$ cat src/design/elf_regs.vh
/*
 * Register offsets, field positions, reset values and timing counts of the
 * event logger control block. Assumes a 10 MHz logger clock.
 */
`ifndef ELF_REGS_VH
`define ELF_REGS_VH

`define ELF_ADDR_W 24
`define ELF_OFF_CONTROL 24'h110000
`define ELF_OFF_TIMER_SRC 24'h110008
`define ELF_OFF_THRESHOLD 24'h110018
`define ELF_OFF_PTR_STATUS 24'h11001C

`define ELF_CTL_EN_BIT 0
`define ELF_CTL_CLR_BIT 1
`define ELF_CTL_CLKREQ_BIT 8
`define ELF_CTL_DB_LSB 16
`define ELF_CTL_DB_MSB 19
`define ELF_PS_RIDX_LSB 0
`define ELF_PS_RIDX_MSB 3
`define ELF_PS_WIDX_LSB 8
`define ELF_PS_WIDX_MSB 11
`define ELF_PS_PENDING_BIT 16
`define ELF_PS_THRESH_BIT 17
`define ELF_PS_FULL_BIT 18

`define ELF_RST_THRESHOLD 4'h1
`define ELF_DB_MAX_CODE 4'hA

// base debounce 93.75 us at 10 MHz: 937.5 cycles, rounded up
`define ELF_DB_BASE_NS 93750
`define ELF_CLK_NS 100
`define ELF_DB_BASE_CYC ((`ELF_DB_BASE_NS + `ELF_CLK_NS - 1) / `ELF_CLK_NS)
// code 1 is 1.5 ms; later codes double it
`define ELF_DB_STEP_NS 1500000
`define ELF_DB_STEP_CYC (`ELF_DB_STEP_NS / `ELF_CLK_NS)

`endif

$ cat src/design/elf_debounce.v
/*
 * Debounce of one event channel: the output follows the synchronised input
 * only after it has stayed stable for the selected period.
 * Assumes the input is already synchronised to clk.
 */
`default_nettype none

module elf_debounce #(
    parameter CW = 24
) (
    input wire clk,              // logger clock
    input wire rst,              // async reset, active high
    input wire clear,            // logger clear pulse
    input wire bypass,           // debounce disabled for this channel
    input wire [CW-1:0] period,  // stable cycles needed
    input wire din,              // synchronised input level
    output reg dout              // debounced level
);
    reg [CW-1:0] cnt;

    always @(posedge clk or posedge rst) begin
        if (rst) begin
            cnt <= {CW{1'b0}};
            dout <= 1'b0;
        end else if (clear || bypass || din == dout) begin
            cnt <= {CW{1'b0}};
            if (bypass)
                dout <= din;
        end else if (cnt >= period) begin
            cnt <= {CW{1'b0}};
            dout <= din;
        end else begin
            cnt <= cnt + {{(CW-1){1'b0}}, 1'b1};
        end
    end
endmodule

`default_nettype wire

$ cat src/design/elf_logger.v
/*
 * Event logger control: control registers, debounce, channel priority,
 * 16-entry cyclic event store, pointers and status flags.
 * Assumes a simple synchronous register port on clk and channel event
 * levels arriving from outside the clock domain.
 */
// Behaviour
// status flags leave the block so fifo full can raise an interrupt.
// debounce code 0 is 93.75 us, code 1 1.5 ms, doubling to 768 ms.
// clock request bit keeps system clock on while entries remain unread.
// writing 1 to clear bit empties store, zeroes pointers and status.
// stamp timer bit picks timer one or two; change only while disabled.
// threshold flag set while free locations are at or below threshold.
// full flag set when all entries unread; cleared by new read index.
// pending flag set while at least one entry is unread.
// write index is read-only and names the next storage location.
// software advances read index after reading entries.
// one event logged per cycle, lowest channel first, others stay queued.
// store fills cyclically and never overwrites unread entries.
// entries hold source, polarity and 32-bit stamp of chosen timer.
// repeat filter drops events matching an unread entry.
// clear bit reads zero, acts as one-cycle pulse.
// reserved debounce codes are stored and act as the longest period.
`default_nettype none
`include "elf_regs.vh"

module elf_logger #(
    parameter NCH = 16,
    parameter SRCW = 10,
    parameter DEPTH = 16,
    parameter AW = 4,
    parameter CW = 24
) (
    input wire clk,                       // logger clock, 10 MHz
    input wire rst,                       // async reset, active high
    input wire reg_wr,                    // register write strobe
    input wire reg_rd,                    // register read strobe
    input wire [`ELF_ADDR_W-1:0] reg_addr,// register byte address
    input wire [31:0] reg_wdata,          // register write data
    output reg [31:0] reg_rdata,          // read data, valid cycle after reg_rd
    input wire [NCH-1:0] ch_in,           // channel source levels, async
    input wire [NCH-1:0] ch_enable,       // channel enables
    input wire [NCH-1:0] ch_polarity,     // 1 = falling edge
    input wire [NCH-1:0] ch_debounce,     // debounce enables
    input wire [NCH-1:0] channel_repeat_filter, // per-channel repeat filter
    input wire [NCH*SRCW-1:0] ch_source,  // source identifiers
    input wire [31:0] timer1_count,       // first timer count
    input wire [31:0] timer2_count,       // second timer count
    input wire [AW-1:0] entry_sel,        // entry chosen for reading
    output reg [SRCW-1:0] entry_id,       // selected entry source
    output reg entry_pol,                 // selected entry polarity
    output reg [31:0] entry_stamp,        // selected entry stamp
    output reg fifo_full_flag,            // store full
    output reg threshold_reached_flag,    // free space at threshold
    output reg fifo_pending_flag,         // unread entries exist
    output reg system_clock_request       // keep system clock enabled
);
    reg logger_enable, logger_clear, clock_request_when_pending, stamp_timer_choice;
    reg [3:0] debounce_period_sel;
    reg [3:0] free_space_threshold;
    reg [AW-1:0] write_index, read_index;
    reg full;
    reg [NCH-1:0] s1, s2, prev, queued;
    reg [SRCW-1:0] mem_id [0:DEPTH-1];
    reg mem_pol [0:DEPTH-1];
    reg [31:0] mem_stamp [0:DEPTH-1];
    wire [NCH-1:0] deb;
    reg [CW-1:0] period;
    reg [AW-1:0] used_lo;
    reg [AW:0] used, free_cnt;
    reg [NCH-1:0] edge_hit, dup;
    reg [AW-1:0] k;
    reg pick_valid;
    reg [AW-1:0] pick;
    integer i, j;

    wire sel_ctl = reg_addr == `ELF_OFF_CONTROL;
    wire sel_tmr = reg_addr == `ELF_OFF_TIMER_SRC;
    wire sel_thr = reg_addr == `ELF_OFF_THRESHOLD;
    wire sel_ps = reg_addr == `ELF_OFF_PTR_STATUS;

    // sized copies so the period and occupancy maths never drop bits silently
    localparam [CW-1:0] DB_BASE = `ELF_DB_BASE_CYC;
    localparam [CW-1:0] DB_STEP = `ELF_DB_STEP_CYC;
    localparam [AW:0] DEPTH_W = DEPTH;

    // reserved codes saturate at the longest period
    always @* begin
        if (debounce_period_sel == 4'h0)
            period = DB_BASE;
        else if (debounce_period_sel > `ELF_DB_MAX_CODE)
            period = DB_STEP << 9;
        else
            period = DB_STEP << (debounce_period_sel - 4'h1);
    end

    genvar g;
    generate
        for (g = 0; g < NCH; g = g + 1) begin : gch
            elf_debounce #(.CW(CW)) u_db (
                .clk(clk),
                .rst(rst),
                .clear(logger_clear),
                .bypass(~ch_debounce[g]),
                .period(period),
                .din(s2[g]),
                .dout(deb[g])
            );
        end
    endgenerate

    // occupancy: pointers equal means empty or full, resolved by the flag
    always @* begin
        k = {AW{1'b0}};
        used_lo = write_index - read_index;
        used = full ? DEPTH_W : {1'b0, used_lo};
        free_cnt = DEPTH_W - used;
        dup = {NCH{1'b0}};
        for (i = 0; i < NCH; i = i + 1) begin
            for (j = 0; j < DEPTH; j = j + 1) begin
                k = j[AW-1:0];
                if ((k - read_index) < used_lo || full)
                    if (mem_id[j] == ch_source[i*SRCW +: SRCW] && mem_pol[j] == ch_polarity[i])
                        dup[i] = channel_repeat_filter[i];
            end
        end
        // initial state counts as an edge when the logger is enabled
        edge_hit = ch_enable & ((~ch_polarity & deb & ~prev) | (ch_polarity & ~deb & prev));
        pick_valid = 1'b0;
        pick = {AW{1'b0}};
        for (i = NCH - 1; i >= 0; i = i - 1) begin
            if (queued[i] && !dup[i]) begin
                pick_valid = 1'b1;
                pick = i[AW-1:0];
            end
        end
    end

    always @(posedge clk or posedge rst) begin
        if (rst) begin
            s1 <= {NCH{1'b0}};
            s2 <= {NCH{1'b0}};
        end else begin
            s1 <= ch_in;
            s2 <= s1;
        end
    end

    always @(posedge clk or posedge rst) begin
        if (rst) begin
            logger_enable <= 1'b0;
            logger_clear <= 1'b0;
            clock_request_when_pending <= 1'b0;
            debounce_period_sel <= 4'h0;
            stamp_timer_choice <= 1'b0;
            free_space_threshold <= `ELF_RST_THRESHOLD;
            read_index <= {AW{1'b0}};
            write_index <= {AW{1'b0}};
            full <= 1'b0;
            prev <= {NCH{1'b0}};
            queued <= {NCH{1'b0}};
            reg_rdata <= 32'h00000000;
        end else begin
            logger_clear <= 1'b0;
            if (reg_wr && sel_ctl) begin
                logger_enable <= reg_wdata[`ELF_CTL_EN_BIT];
                logger_clear <= reg_wdata[`ELF_CTL_CLR_BIT];
                clock_request_when_pending <= reg_wdata[`ELF_CTL_CLKREQ_BIT];
                debounce_period_sel <= reg_wdata[`ELF_CTL_DB_MSB:`ELF_CTL_DB_LSB];
            end
            // software keeps this steady while enabled; hardware does not lock it
            if (reg_wr && sel_tmr)
                stamp_timer_choice <= reg_wdata[0];
            if (reg_wr && sel_thr)
                free_space_threshold <= reg_wdata[3:0];
            if (logger_clear) begin
                read_index <= {AW{1'b0}};
                write_index <= {AW{1'b0}};
                full <= 1'b0;
                queued <= {NCH{1'b0}};
                prev <= {NCH{1'b0}};
            end else begin
                if (reg_wr && sel_ps) begin
                    read_index <= reg_wdata[`ELF_PS_RIDX_MSB:`ELF_PS_RIDX_LSB];
                    if (reg_wdata[`ELF_PS_RIDX_MSB:`ELF_PS_RIDX_LSB] != read_index)
                        full <= 1'b0;
                end
                if (logger_enable) begin
                    prev <= deb;
                    // edges seen while full are dropped, not held for later
                    queued <= (queued | (full ? {NCH{1'b0}} : edge_hit)) & ~(dup & queued);
                    if (pick_valid && !full) begin
                        queued[pick] <= 1'b0;
                        write_index <= write_index + {{(AW-1){1'b0}}, 1'b1};
                        if (write_index + {{(AW-1){1'b0}}, 1'b1} == read_index
                                && !(reg_wr && sel_ps))
                            full <= 1'b1;
                    end
                end else begin
                    // disabled: next enable sees the initial level as an edge
                    prev <= ch_polarity;
                    queued <= {NCH{1'b0}};
                end
            end
            reg_rdata <= 32'h00000000;
            if (reg_rd) begin
                if (sel_ctl)
                    reg_rdata <= {12'h000, debounce_period_sel, 7'h00,
                        clock_request_when_pending, 6'h00, 1'b0, logger_enable};
                else if (sel_tmr)
                    reg_rdata <= {31'h00000000, stamp_timer_choice};
                else if (sel_thr)
                    reg_rdata <= {28'h0000000, free_space_threshold};
                else if (sel_ps)
                    reg_rdata <= {13'h0000, fifo_full_flag, threshold_reached_flag,
                        fifo_pending_flag, 4'h0, write_index, 4'h0, read_index};
            end
        end
    end

    // store never written while full, so unread entries survive
    always @(posedge clk) begin
        if (logger_enable && !logger_clear && pick_valid && !full) begin
            mem_id[write_index] <= ch_source[pick*SRCW +: SRCW];
            mem_pol[write_index] <= ch_polarity[pick];
            mem_stamp[write_index] <= stamp_timer_choice ? timer2_count : timer1_count;
        end
    end

    always @(posedge clk or posedge rst) begin
        if (rst) begin
            fifo_full_flag <= 1'b0;
            threshold_reached_flag <= 1'b0;
            fifo_pending_flag <= 1'b0;
            system_clock_request <= 1'b0;
            entry_id <= {SRCW{1'b0}};
            entry_pol <= 1'b0;
            entry_stamp <= 32'h00000000;
        end else begin
            fifo_full_flag <= full && !logger_clear;
            threshold_reached_flag <= !logger_clear
                && free_cnt <= {1'b0, free_space_threshold};
            fifo_pending_flag <= !logger_clear && used != {(AW+1){1'b0}};
            system_clock_request <= clock_request_when_pending && !logger_clear
                && used != {(AW+1){1'b0}};
            entry_id <= mem_id[entry_sel];
            entry_pol <= mem_pol[entry_sel];
            entry_stamp <= mem_stamp[entry_sel];
        end
    end
endmodule

`default_nettype wire

$ cat config.mk
export PLATFORM = sky130hd
export DESIGN_NAME = elf_logger
export DESIGN_NICKNAME = d
export VERILOG_FILES = /design/src/design/elf_debounce.v /design/src/design/elf_logger.v
export VERILOG_INCLUDE_DIRS = /design/src /design/src/design
export SDC_FILE = /design/constraint.sdc
export NUM_CORES = 2
export LEC_CHECK = 0
export BUFFER_PORTS_ARGS = -buffer_cell sky130_fd_sc_hd__buf_2
export CELL_PAD_IN_SITES_DETAIL_PLACEMENT = 0
export CELL_PAD_IN_SITES_GLOBAL_PLACEMENT = 1
export CORE_MARGIN = 5
export CORE_UTILIZATION = 32
export CTS_BUF_LIST = sky130_fd_sc_hd__clkbuf_4
export DETAILED_ROUTE_END_ITERATION = 10
export PLACE_DENSITY_LB_ADDON = 0.1
export SLEW_MARGIN = 20
export SYNTH_ARGS = -nofsm -noshare
export SYNTH_HDL_FRONTEND = slang
export SYNTH_SLANG_ARGS = --single-unit
$ cat constraint.sdc
create_clock -name clk -period 39.5 [get_ports clk]
set_input_delay 0 -clock clk [delete_from_list [all_inputs] [get_ports clk]]
set_output_delay 0 -clock clk [all_outputs]
set_load 0.02 [all_outputs]
; ---- Yosys cells after proc, flatten, opt, wreduce, memory -nomap -nowiden
; Memories as Yosys holds them, arrays and structs flattened. A register that Yosys moved wholly into a read port is not among the register bits.
; Index checks and enable logic that the tools add are counted.
[word_totals]
word_cells = 1758
mem_count = 3
output_inout_bits = 79
ram_bits = 688
regBits = 521
[mem_list]
columns = name, words, width, rd, rd_clocked_by_memory_dff, wr, line
row1 = mem_stamp, 16, 32, 1, 1, 1, elf_logger.v:66  ; reg [31:0] mem_stamp [0:DEPTH-1];
row2 = mem_id, 16, 10, 17, 1, 1, elf_logger.v:64  ; reg [SRCW-1:0] mem_id [0:DEPTH-1];
row3 = mem_pol, 16, 1, 17, 1, 1, elf_logger.v:65  ; reg mem_pol [0:DEPTH-1];
[op_classes]
muxes = 657
eq_ne = 550
n_shift = 2
bitwise_logic = 31
n_reduce_logical = 392
order_cmp = 36
multipliers = 1
addsub = 36
[ops]
columns = cell, count
row1 = equality test 10 bit, 256
row2 = 2-to-1 mux 24 bit, 34
row3 = 2-to-1 mux 1 bit, 587
row4 = adder 24 x 1 -> 24 bit (second input constant), 16
row5 = greater-or-equal comparator 24 bit, 16
row6 = logical AND 1 bit, 287
row7 = equality test 1 bit, 272
row8 = indexed part select 160 x 9 -> 10 bit, 1
row9 = bitwise AND 16 bit, 8
row10 = equality test 24 x 21 -> 1 bit (second input constant), 4
row11 = 2-to-1 mux 16 bit, 6
row12 = 2-to-1 mux 4 bit, 21
row13 = NOT 16 bit, 5
row14 = < comparator 4 bit, 16
row15 = 2-to-1 mux 19 bit, 3
row16 = logical OR 1 bit, 48
row17 = 2-to-1 mux 20 bit, 2
row18 = nonzero test 2 bit, 19
row19 = AND reduction 2 bit, 17
row20 = 2-to-1 mux 32 bit, 1
row21 = != test 2 bit (second input constant), 16
row22 = bitwise OR 16 bit, 2
row23 = subtractor 4 bit (first input constant), 8
row24 = << shifter 14 x 4 -> 24 bit (first input constant), 1
row25 = 21 further kinds, 59

; ---- Logic depth before layout (Yosys ltp)
; An unclocked memory read counts as a cell.
[logic_depth]
ltp_word = 62
ltp_mapped = 27
ltp_nobuf = 23

; ---- By module
; Synthesis repeated with hierarchy kept, for this count alone.
[hier_totals]
cells_unflattened = 9942
hier_area_um2 = 99827.0
[modules_own_cells]
columns = module, area_each_um2, n_inst, cells_per_inst, seq_area_each_um2
row1 = elf_logger, 70679.0, 1, 6662, 24264.5
row2 = elf_debounce, 1821.7, 16, 205, 625.6

; ---- Worst setup path before layout
; Ideal clock, no wire load.
[synth_timing]
path_type = register to register
startpoint = register write_index[0]
endpoint = memory mem_id[7][0] (enable)
setup_ps = 497
synth_period_minus_slack_ps = 8108
arrival_time_ps = 7611
path_stages_with_launch = 20
required_time_ps = 39003
path_slack_ps = 31392
path_buffers = 0
path_cell_list = dfrtp_1 > inv_1 > ha_1 > inv_1 > fa_1 > xnor2_1 > ha_1 > nor2_1 > a211o_1 > nor2_1 > a21oi_1 > a211oi_1 > o2111ai_1 > o41ai_4 > nor2_1 > nand4_1 > o211ai_1 > nor2_1 > nand2_1 > nor3_1
[synth_via]
elab_chain_len = 56
elab_cells_between_ends = 581
[synth_lines]
columns = element, line
row1 = start: declaration, elf_logger.v:61  ; reg [AW-1:0] write_index, read_index;
row2 = start signal: assignment, elf_logger.v:158  ; write_index <= {AW{1'b0}};
row3 = start signal: assignment, elf_logger.v:178  ; write_index <= {AW{1'b0}};
row4 = start signal: assignment, elf_logger.v:194  ; write_index <= write_index + {{(AW-1){1'b0}}, 1'b1};
row5 = subtractor 4 bit, elf_logger.v:115  ; used_lo = write_index - read_index;
row6 = < comparator 4 bit, elf_logger.v:122  ; if ((k - read_index) < used_lo || full)
row7 = logical OR 1 bit, elf_logger.v:122
row8 = 2-to-1 mux 1 bit, elf_logger.v:122
row9 = 2-to-1 mux 1 bit, elf_logger.v:123  ; if (mem_id[j] == ch_source[i*SRCW +: SRCW] && mem_pol[j] == ch_polarity[i])
row10 = 2-to-1 mux 1 bit, elf_logger.v:122
row11 = 2-to-1 mux 1 bit, elf_logger.v:123
row12 = 2-to-1 mux 1 bit, elf_logger.v:122
row13 = (+24 left out), n/a
row14 = 2-to-1 mux 1 bit, elf_logger.v:123
row15 = 2-to-1 mux 1 bit, elf_logger.v:122
row16 = zero test 1 bit, elf_logger.v:132  ; if (queued[i] && !dup[i]) begin
row17 = logical AND 1 bit, elf_logger.v:132
row18 = 2-to-1 mux 1 bit (16 in series), elf_logger.v:132
row19 = logical AND 1 bit (2 in series), elf_logger.v:223  ; if (logger_enable && !logger_clear && pick_valid && !full) begin
row20 = 2-to-1 mux 1 bit, elf_logger.v:223
row21 = 2-to-1 mux 1 bit (implied by the code), elf_logger.v:224  ; mem_id[write_index] <= ch_source[pick*SRCW +: SRCW];
row22 = end: declaration, elf_logger.v:64
; Several ways; a longest one is shown, not always the timed one.

; ---- Worst setup path in the final report
[layout_timing]
startpoint = register read_index[2]
endpoint = memory mem_id[12][1], data pin
[layout_via]
elab_chain_len = 54
elab_cells_between_ends = 595
[layout_lines]
columns = element, line
row1 = start: declaration, elf_logger.v:61
row2 = start signal: assignment, elf_logger.v:157  ; read_index <= {AW{1'b0}};
row3 = start signal: assignment, elf_logger.v:177  ; read_index <= {AW{1'b0}};
row4 = start signal: assignment, elf_logger.v:184  ; read_index <= reg_wdata[`ELF_PS_RIDX_MSB:`ELF_PS_RIDX_LSB];
row5 = subtractor 1 x 4 -> 4 bit / subtractor 4 bit (equally long branches), "elf_logger.v:122, elf_logger.v:115"
row6 = < comparator 4 bit, elf_logger.v:122
row7 = logical OR 1 bit, elf_logger.v:122
row8 = 2-to-1 mux 1 bit, elf_logger.v:122
row9 = 2-to-1 mux 1 bit, elf_logger.v:123
row10 = 2-to-1 mux 1 bit, elf_logger.v:122
row11 = 2-to-1 mux 1 bit, elf_logger.v:123
row12 = 2-to-1 mux 1 bit, elf_logger.v:122
row13 = (+24 left out), n/a
row14 = 2-to-1 mux 1 bit, elf_logger.v:123
row15 = 2-to-1 mux 1 bit, elf_logger.v:122
row16 = zero test 1 bit, elf_logger.v:132
row17 = logical AND 1 bit, elf_logger.v:132
row18 = 2-to-1 mux 4 bit (15 in series), elf_logger.v:132
row19 = 2-to-1 mux 4 bit (*), elf_logger.v:132
row20 = multiplier 4 x 3 -> 7 bit (*), elf_logger.v:224
row21 = indexed part select 160 x 9 -> 10 bit (*), elf_logger.v:224
; Every way passes the cells marked *; elsewhere a longest branch is shown, timed or not.

==> metrics.txt <==
# TYPE chip_impl_metric gauge
chip_impl_metric{name="postSynth.asyncResetShare",unit="%"} 44.16
chip_impl_metric{name="cts_sinks",unit=""} 1232
chip_impl_metric{name="drv_cap",unit=""} 0
chip_impl_metric{name="design.die.area",unit="mm^2"} 0.3127
chip_impl_metric{name="grt_start_max_net_pins",unit=""} 119
chip_impl_metric{name="clock_tree.htree_level_count",unit=""} 5
chip_impl_metric{name="postPlaceCellArea",unit="mm^2"} 0.1033
chip_impl_metric{name="critPathArrivalTime",unit="ns"} 10.57
chip_impl_metric{name="initial_utilization",unit="%"} 32.17
chip_impl_metric{name="yosysWarnings",unit=""} 0
chip_impl_metric{name="critPathMaxStageDelay",unit="ns"} 1.01
chip_impl_metric{name="hold_violations",unit=""} 0
chip_impl_metric{name="design.portCount",unit=""} 447
chip_impl_metric{name="clk-insertion-delay-late",unit="ns"} 1.43
chip_impl_metric{name="area.growth.synth_to_final",unit="%"} 16.20
chip_impl_metric{name="die_w",unit="um"} 559.2
chip_impl_info{name="tritoncts",value="yes"} 1
chip_impl_metric{name="vias_per_cell",unit=""} 5.795
chip_impl_metric{name="layout.cells.non_filler",unit=""} 14470
chip_impl_metric{name="grt_pass1_vias",unit=""} 82760
chip_impl_metric{name="syn_area",unit="mm^2"} 0.09651
chip_impl_metric{name="crit_fanout",unit=""} 46
chip_impl_info{name="critical_path.cell_chain",value="inv_1, ha_1, xnor2_1, buf_4, ha_1, nand2_1, o21a_1, nor2b_1, a211oi_2, buf_4, nor3_1, o2111ai_1, o41a_1, nor2_1, o31ai_1, o21ai_4, buf_4, a21o_1, o221ai_1, dlygate4sd3_1, or3_1, dlygate4sd3_1, buf_4"} 1
chip_impl_metric{name="timing.slew.headroom",unit="%"} 9.959
chip_impl_metric{name="comb_power_share",unit="%"} 15.1
chip_impl_info{name="cpLargestDelayFamily",value="buffers and inverters"} 1
chip_impl_metric{name="detail-route-antenna-nets",unit=""} 0
chip_impl_metric{name="switching_share",unit="%"} 29.22
chip_impl_metric{name="pwr-share-clk",unit="%"} 40.0
chip_impl_info{name="worstSetupPathType",value="reg2reg"} 1
chip_impl_metric{name="placed_cells",unit=""} 13400
chip_impl_metric{name="number_of_antenna_violations_at_the_first_check_in_global_routing",unit=""} 53
chip_impl_metric{name="drc_errors",unit=""} 0
chip_impl_metric{name="synth-edff-count",unit=""} 688
chip_impl_metric{name="total_switching_power",unit="uW"} 900.5
chip_impl_metric{name="critical_path_buf_inv_count",unit=""} 7
chip_impl_metric{name="cellLeakagePower",unit="nW"} 42.02
chip_impl_metric{name="totalWireLength",unit="um"} 508100
chip_impl_metric{name="overflow",unit=""} 0
chip_impl_metric{name="cts.path.max_buffers",unit=""} 4
chip_impl_metric{name="synth-seq-cells",unit=""} 1232
chip_impl_metric{name="final_cell_area",unit="mm^2"} 0.1121
chip_impl_metric{name="design.core.area",unit="mm^2"} 0.3000
chip_impl_info{name="critPathLaunchType",value="flip-flop"} 1
chip_impl_metric{name="tightestPinTransition",unit="ns"} 1.351
chip_impl_metric{name="internal-power",unit="mW"} 2.181
chip_impl_metric{name="post-route-worst-setup-slack",unit="ns"} 29.85
chip_impl_info{name="dominantRegCellSynth",value="edfxtp_1"} 1
chip_impl_metric{name="layout_worst_path_cycle_share",unit="%"} 24.44
chip_impl_metric{name="vias",unit=""} 83880
chip_impl_metric{name="clkTransAtPathRegs",unit="ns"} 0.07
chip_impl_metric{name="track_usage",unit="%"} 31.30
chip_impl_metric{name="synth.lib_cells_used.distinct",unit=""} 88
chip_impl_metric{name="required",unit="ns"} 40.42
chip_impl_metric{name="seq_power_share",unit="%"} 44.9
chip_impl_metric{name="io_buffer_count",unit=""} 403
chip_impl_metric{name="timing.final.max_slew_violations",unit=""} 0
chip_impl_metric{name="core.rowCount",unit=""} 201
chip_impl_metric{name="cts_buffers",unit=""} 357
chip_impl_metric{name="detailedRoute.firstIterationViolations",unit=""} 9972
chip_impl_info{name="clk_root_buffer_cell",value="clkbuf_4"} 1
chip_impl_metric{name="floorplan.die.height",unit="um"} 559.2
chip_impl_metric{name="fin_skew",unit="ns"} 0.2351
chip_impl_metric{name="vdd_ir_drop_max",unit="V"} 0.00002796
chip_impl_info{name="run_status",value="completed"} 1
chip_impl_metric{name="fraction_of_layout_cells_with_a_size_suffix_above_1",unit="%"} 17.11
chip_impl_info{name="setup_repair_after_global_routing_missed_its_margin",value="no"} 1
chip_impl_metric{name="route.detailed.wl_per_inst",unit="um"} 35.10
chip_impl_metric{name="dr.pass1.iters",unit=""} 7
chip_impl_info{name="crit_path_end_kind",value="flip-flop"} 1
chip_impl_metric{name="global_route_wire_length_before_repair",unit="um"} 690600
chip_impl_metric{name="timing.setup.tns",unit="ns"} 0
chip_impl_metric{name="final_setup_violation_count",unit=""} 0
chip_impl_info{name="crit_path_frequent_cell",value="buf_4"} 1
chip_impl_metric{name="setup_fix_bufs_post_cts",unit=""} 0
chip_impl_metric{name="post_syn_area_per_cell",unit="um^2"} 10.16
chip_impl_metric{name="gpl.final_weighted_congestion",unit=""} 0.9959
chip_impl_info{name="worstHoldPathType",value="in2reg"} 1
chip_impl_metric{name="post_synthesis_instance_total",unit=""} 9500
chip_impl_metric{name="pre_cts_ws",unit="ns"} 30.54
chip_impl_metric{name="power_density",unit="mW/mm^2"} 27.48
chip_impl_metric{name="timing.fmax",unit="MHz"} 103.6
chip_impl_metric{name="finalWorstPathRequiredPeriod",unit="ns"} 9.652
chip_impl_metric{name="share_of_synthesized_area_occupied_by_flip_flops_and_latches",unit="%"} 35.51
chip_impl_metric{name="finalNetCount",unit=""} 10990
chip_impl_metric{name="dp_hpwl",unit="um"} 312700
chip_impl_info{name="critical-path-slowest-cell",value="nor3_1"} 1
through the flow:
stage                     power [mW]  utilization [%]  hold WS (ns)
after floorplan                1.668                -       0.03143
after global placement         1.824            34.43        0.1084
after detailed placement       1.832            34.44        0.1095
after CTS                      3.125            37.32      0.001043
after global routing           3.228            37.36       0.08684
final                          3.082            37.38        0.1521
synthesized netlist by cell type, drive strengths merged (73+ instances only):
library cell     n  area share, %
xnor2         1850             17
xor2          1358             12
edfxtp         688             21
nor2           657            2.6
clkbuf         547            2.1
dfrtp          543             14
nand4          423            2.7
nand3          412            2.1
ha             409            5.3
buf            344            1.8
nor3           312            1.7
nand2          221           0.86
mux4           215            5.0
nor4           213            1.4
o21ai          125           0.65
o21a           113           0.88
inv            103           0.40
o31ai          101           0.79
a21oi           97           0.50
and3            85           0.55
mux2i           74           0.77
a211oi          73           0.64
cells by family after synthesis:
kind of cell / synth area share, %
xor+xnor: 29.16
simple gates: 13.09
flops: 35.51
buf+inv: 4.290
compound gates: 6.049
fa+ha+maj: 5.323
mux: 6.570
other cells: 0.003886
metal layers:
metal / up-vias / GRT usage, % / wire length [um]
met5: - / 0.1677 / 128
met4: 18 / 17.96 / 34900
met3: 1596 / 10.16 / 55000
met2: 5354 / 45.33 / 209300
met1: 42070 / 40.83 / 208800
li1: 34840 / - / -
layout by cell type, fill, tap and decap left out, types with 409 or more instances in the layout:
| cell type | netlist | routed |
|---|---|---|
| xnor2_1 | 1848 | 1848 |
| xor2_1 | 1356 | 1356 |
| edfxtp_1 | 688 | 688 |
| nor2_1 | 656 | 655 |
| dfrtp_1 | 543 | 539 |
| clkbuf_4 | 0 | 532 |
| nand4_1 | 423 | 423 |
| buf_4 | 25 | 412 |
| nand3_1 | 412 | 409 |
| ha_1 | 409 | 409 |
final cells by class:
cell class / count / area [um^2]
fillers: 29850 / 187900
multi-input cells: 7292 / 58560
flip-flops and latches: 1232 / 34280
repair buffers: 1225 / 9311
well taps: 3958 / 4952
clock buffers: 532 / 3994
clock inverters: 102 / 573.1
inverters: 104 / 397.9
diodes: 29 / 72.57
path summary, 6_finish.rpt:
check,startpoint,endpoint,slack (ns),depth (start not counted)
max,read_index[2],mem_id[12][1],29.85,23
min,timer2_count[28],mem_stamp[14][28],0.15,3
max reg2reg,read_index[2],mem_id[12][1],29.85,23
min reg2reg,s1[12],s2[12],0.35,0
max in group asynchronous,rst,gch[10].u_db.cnt[4],36.52,8
min in group asynchronous,rst,free_space_threshold[0],0.47,5
flip-flops by register name, summed over array words and instances (netlist names), 10 cells and up:
register,cells
mem_stamp,512
gch.u_db.cnt,384
mem_id,160
entry_stamp,32
gch.u_db.dout,16
mem_pol,16
prev,16
queued,16
s1,16
s2,16
reg_rdata,12
entry_id,10
tightest hold or removal path, cell delays in order:
cell and delay [ns]:
buf_2 0.07, mux2_2 0.17, dlygate4sd3_1 0.93
power by group through the flow:
stage | sequential (mW) | clock, mW | combinational (mW)
2_1_floorplan | 1.41 | 0 | 0.257
3_3_place_gp | 1.41 | 0 | 0.413
3_5_place_dp | 1.41 | 0 | 0.421
4_1_cts | 1.38 | 1.29 | 0.452
5_1_grt | 1.39 | 1.36 | 0.484
6_report | 1.38 | 1.23 | 0.465
what timing repair did:
action / in CTS / in global routing
endpoints found under the setup margin: 0 / 0
hold endpoints to repair: 1297 / 27
resized for setup: 0 / 0
hold buffers: 402 / 3
Note: power is estimated with default switching activity, not from simulation.
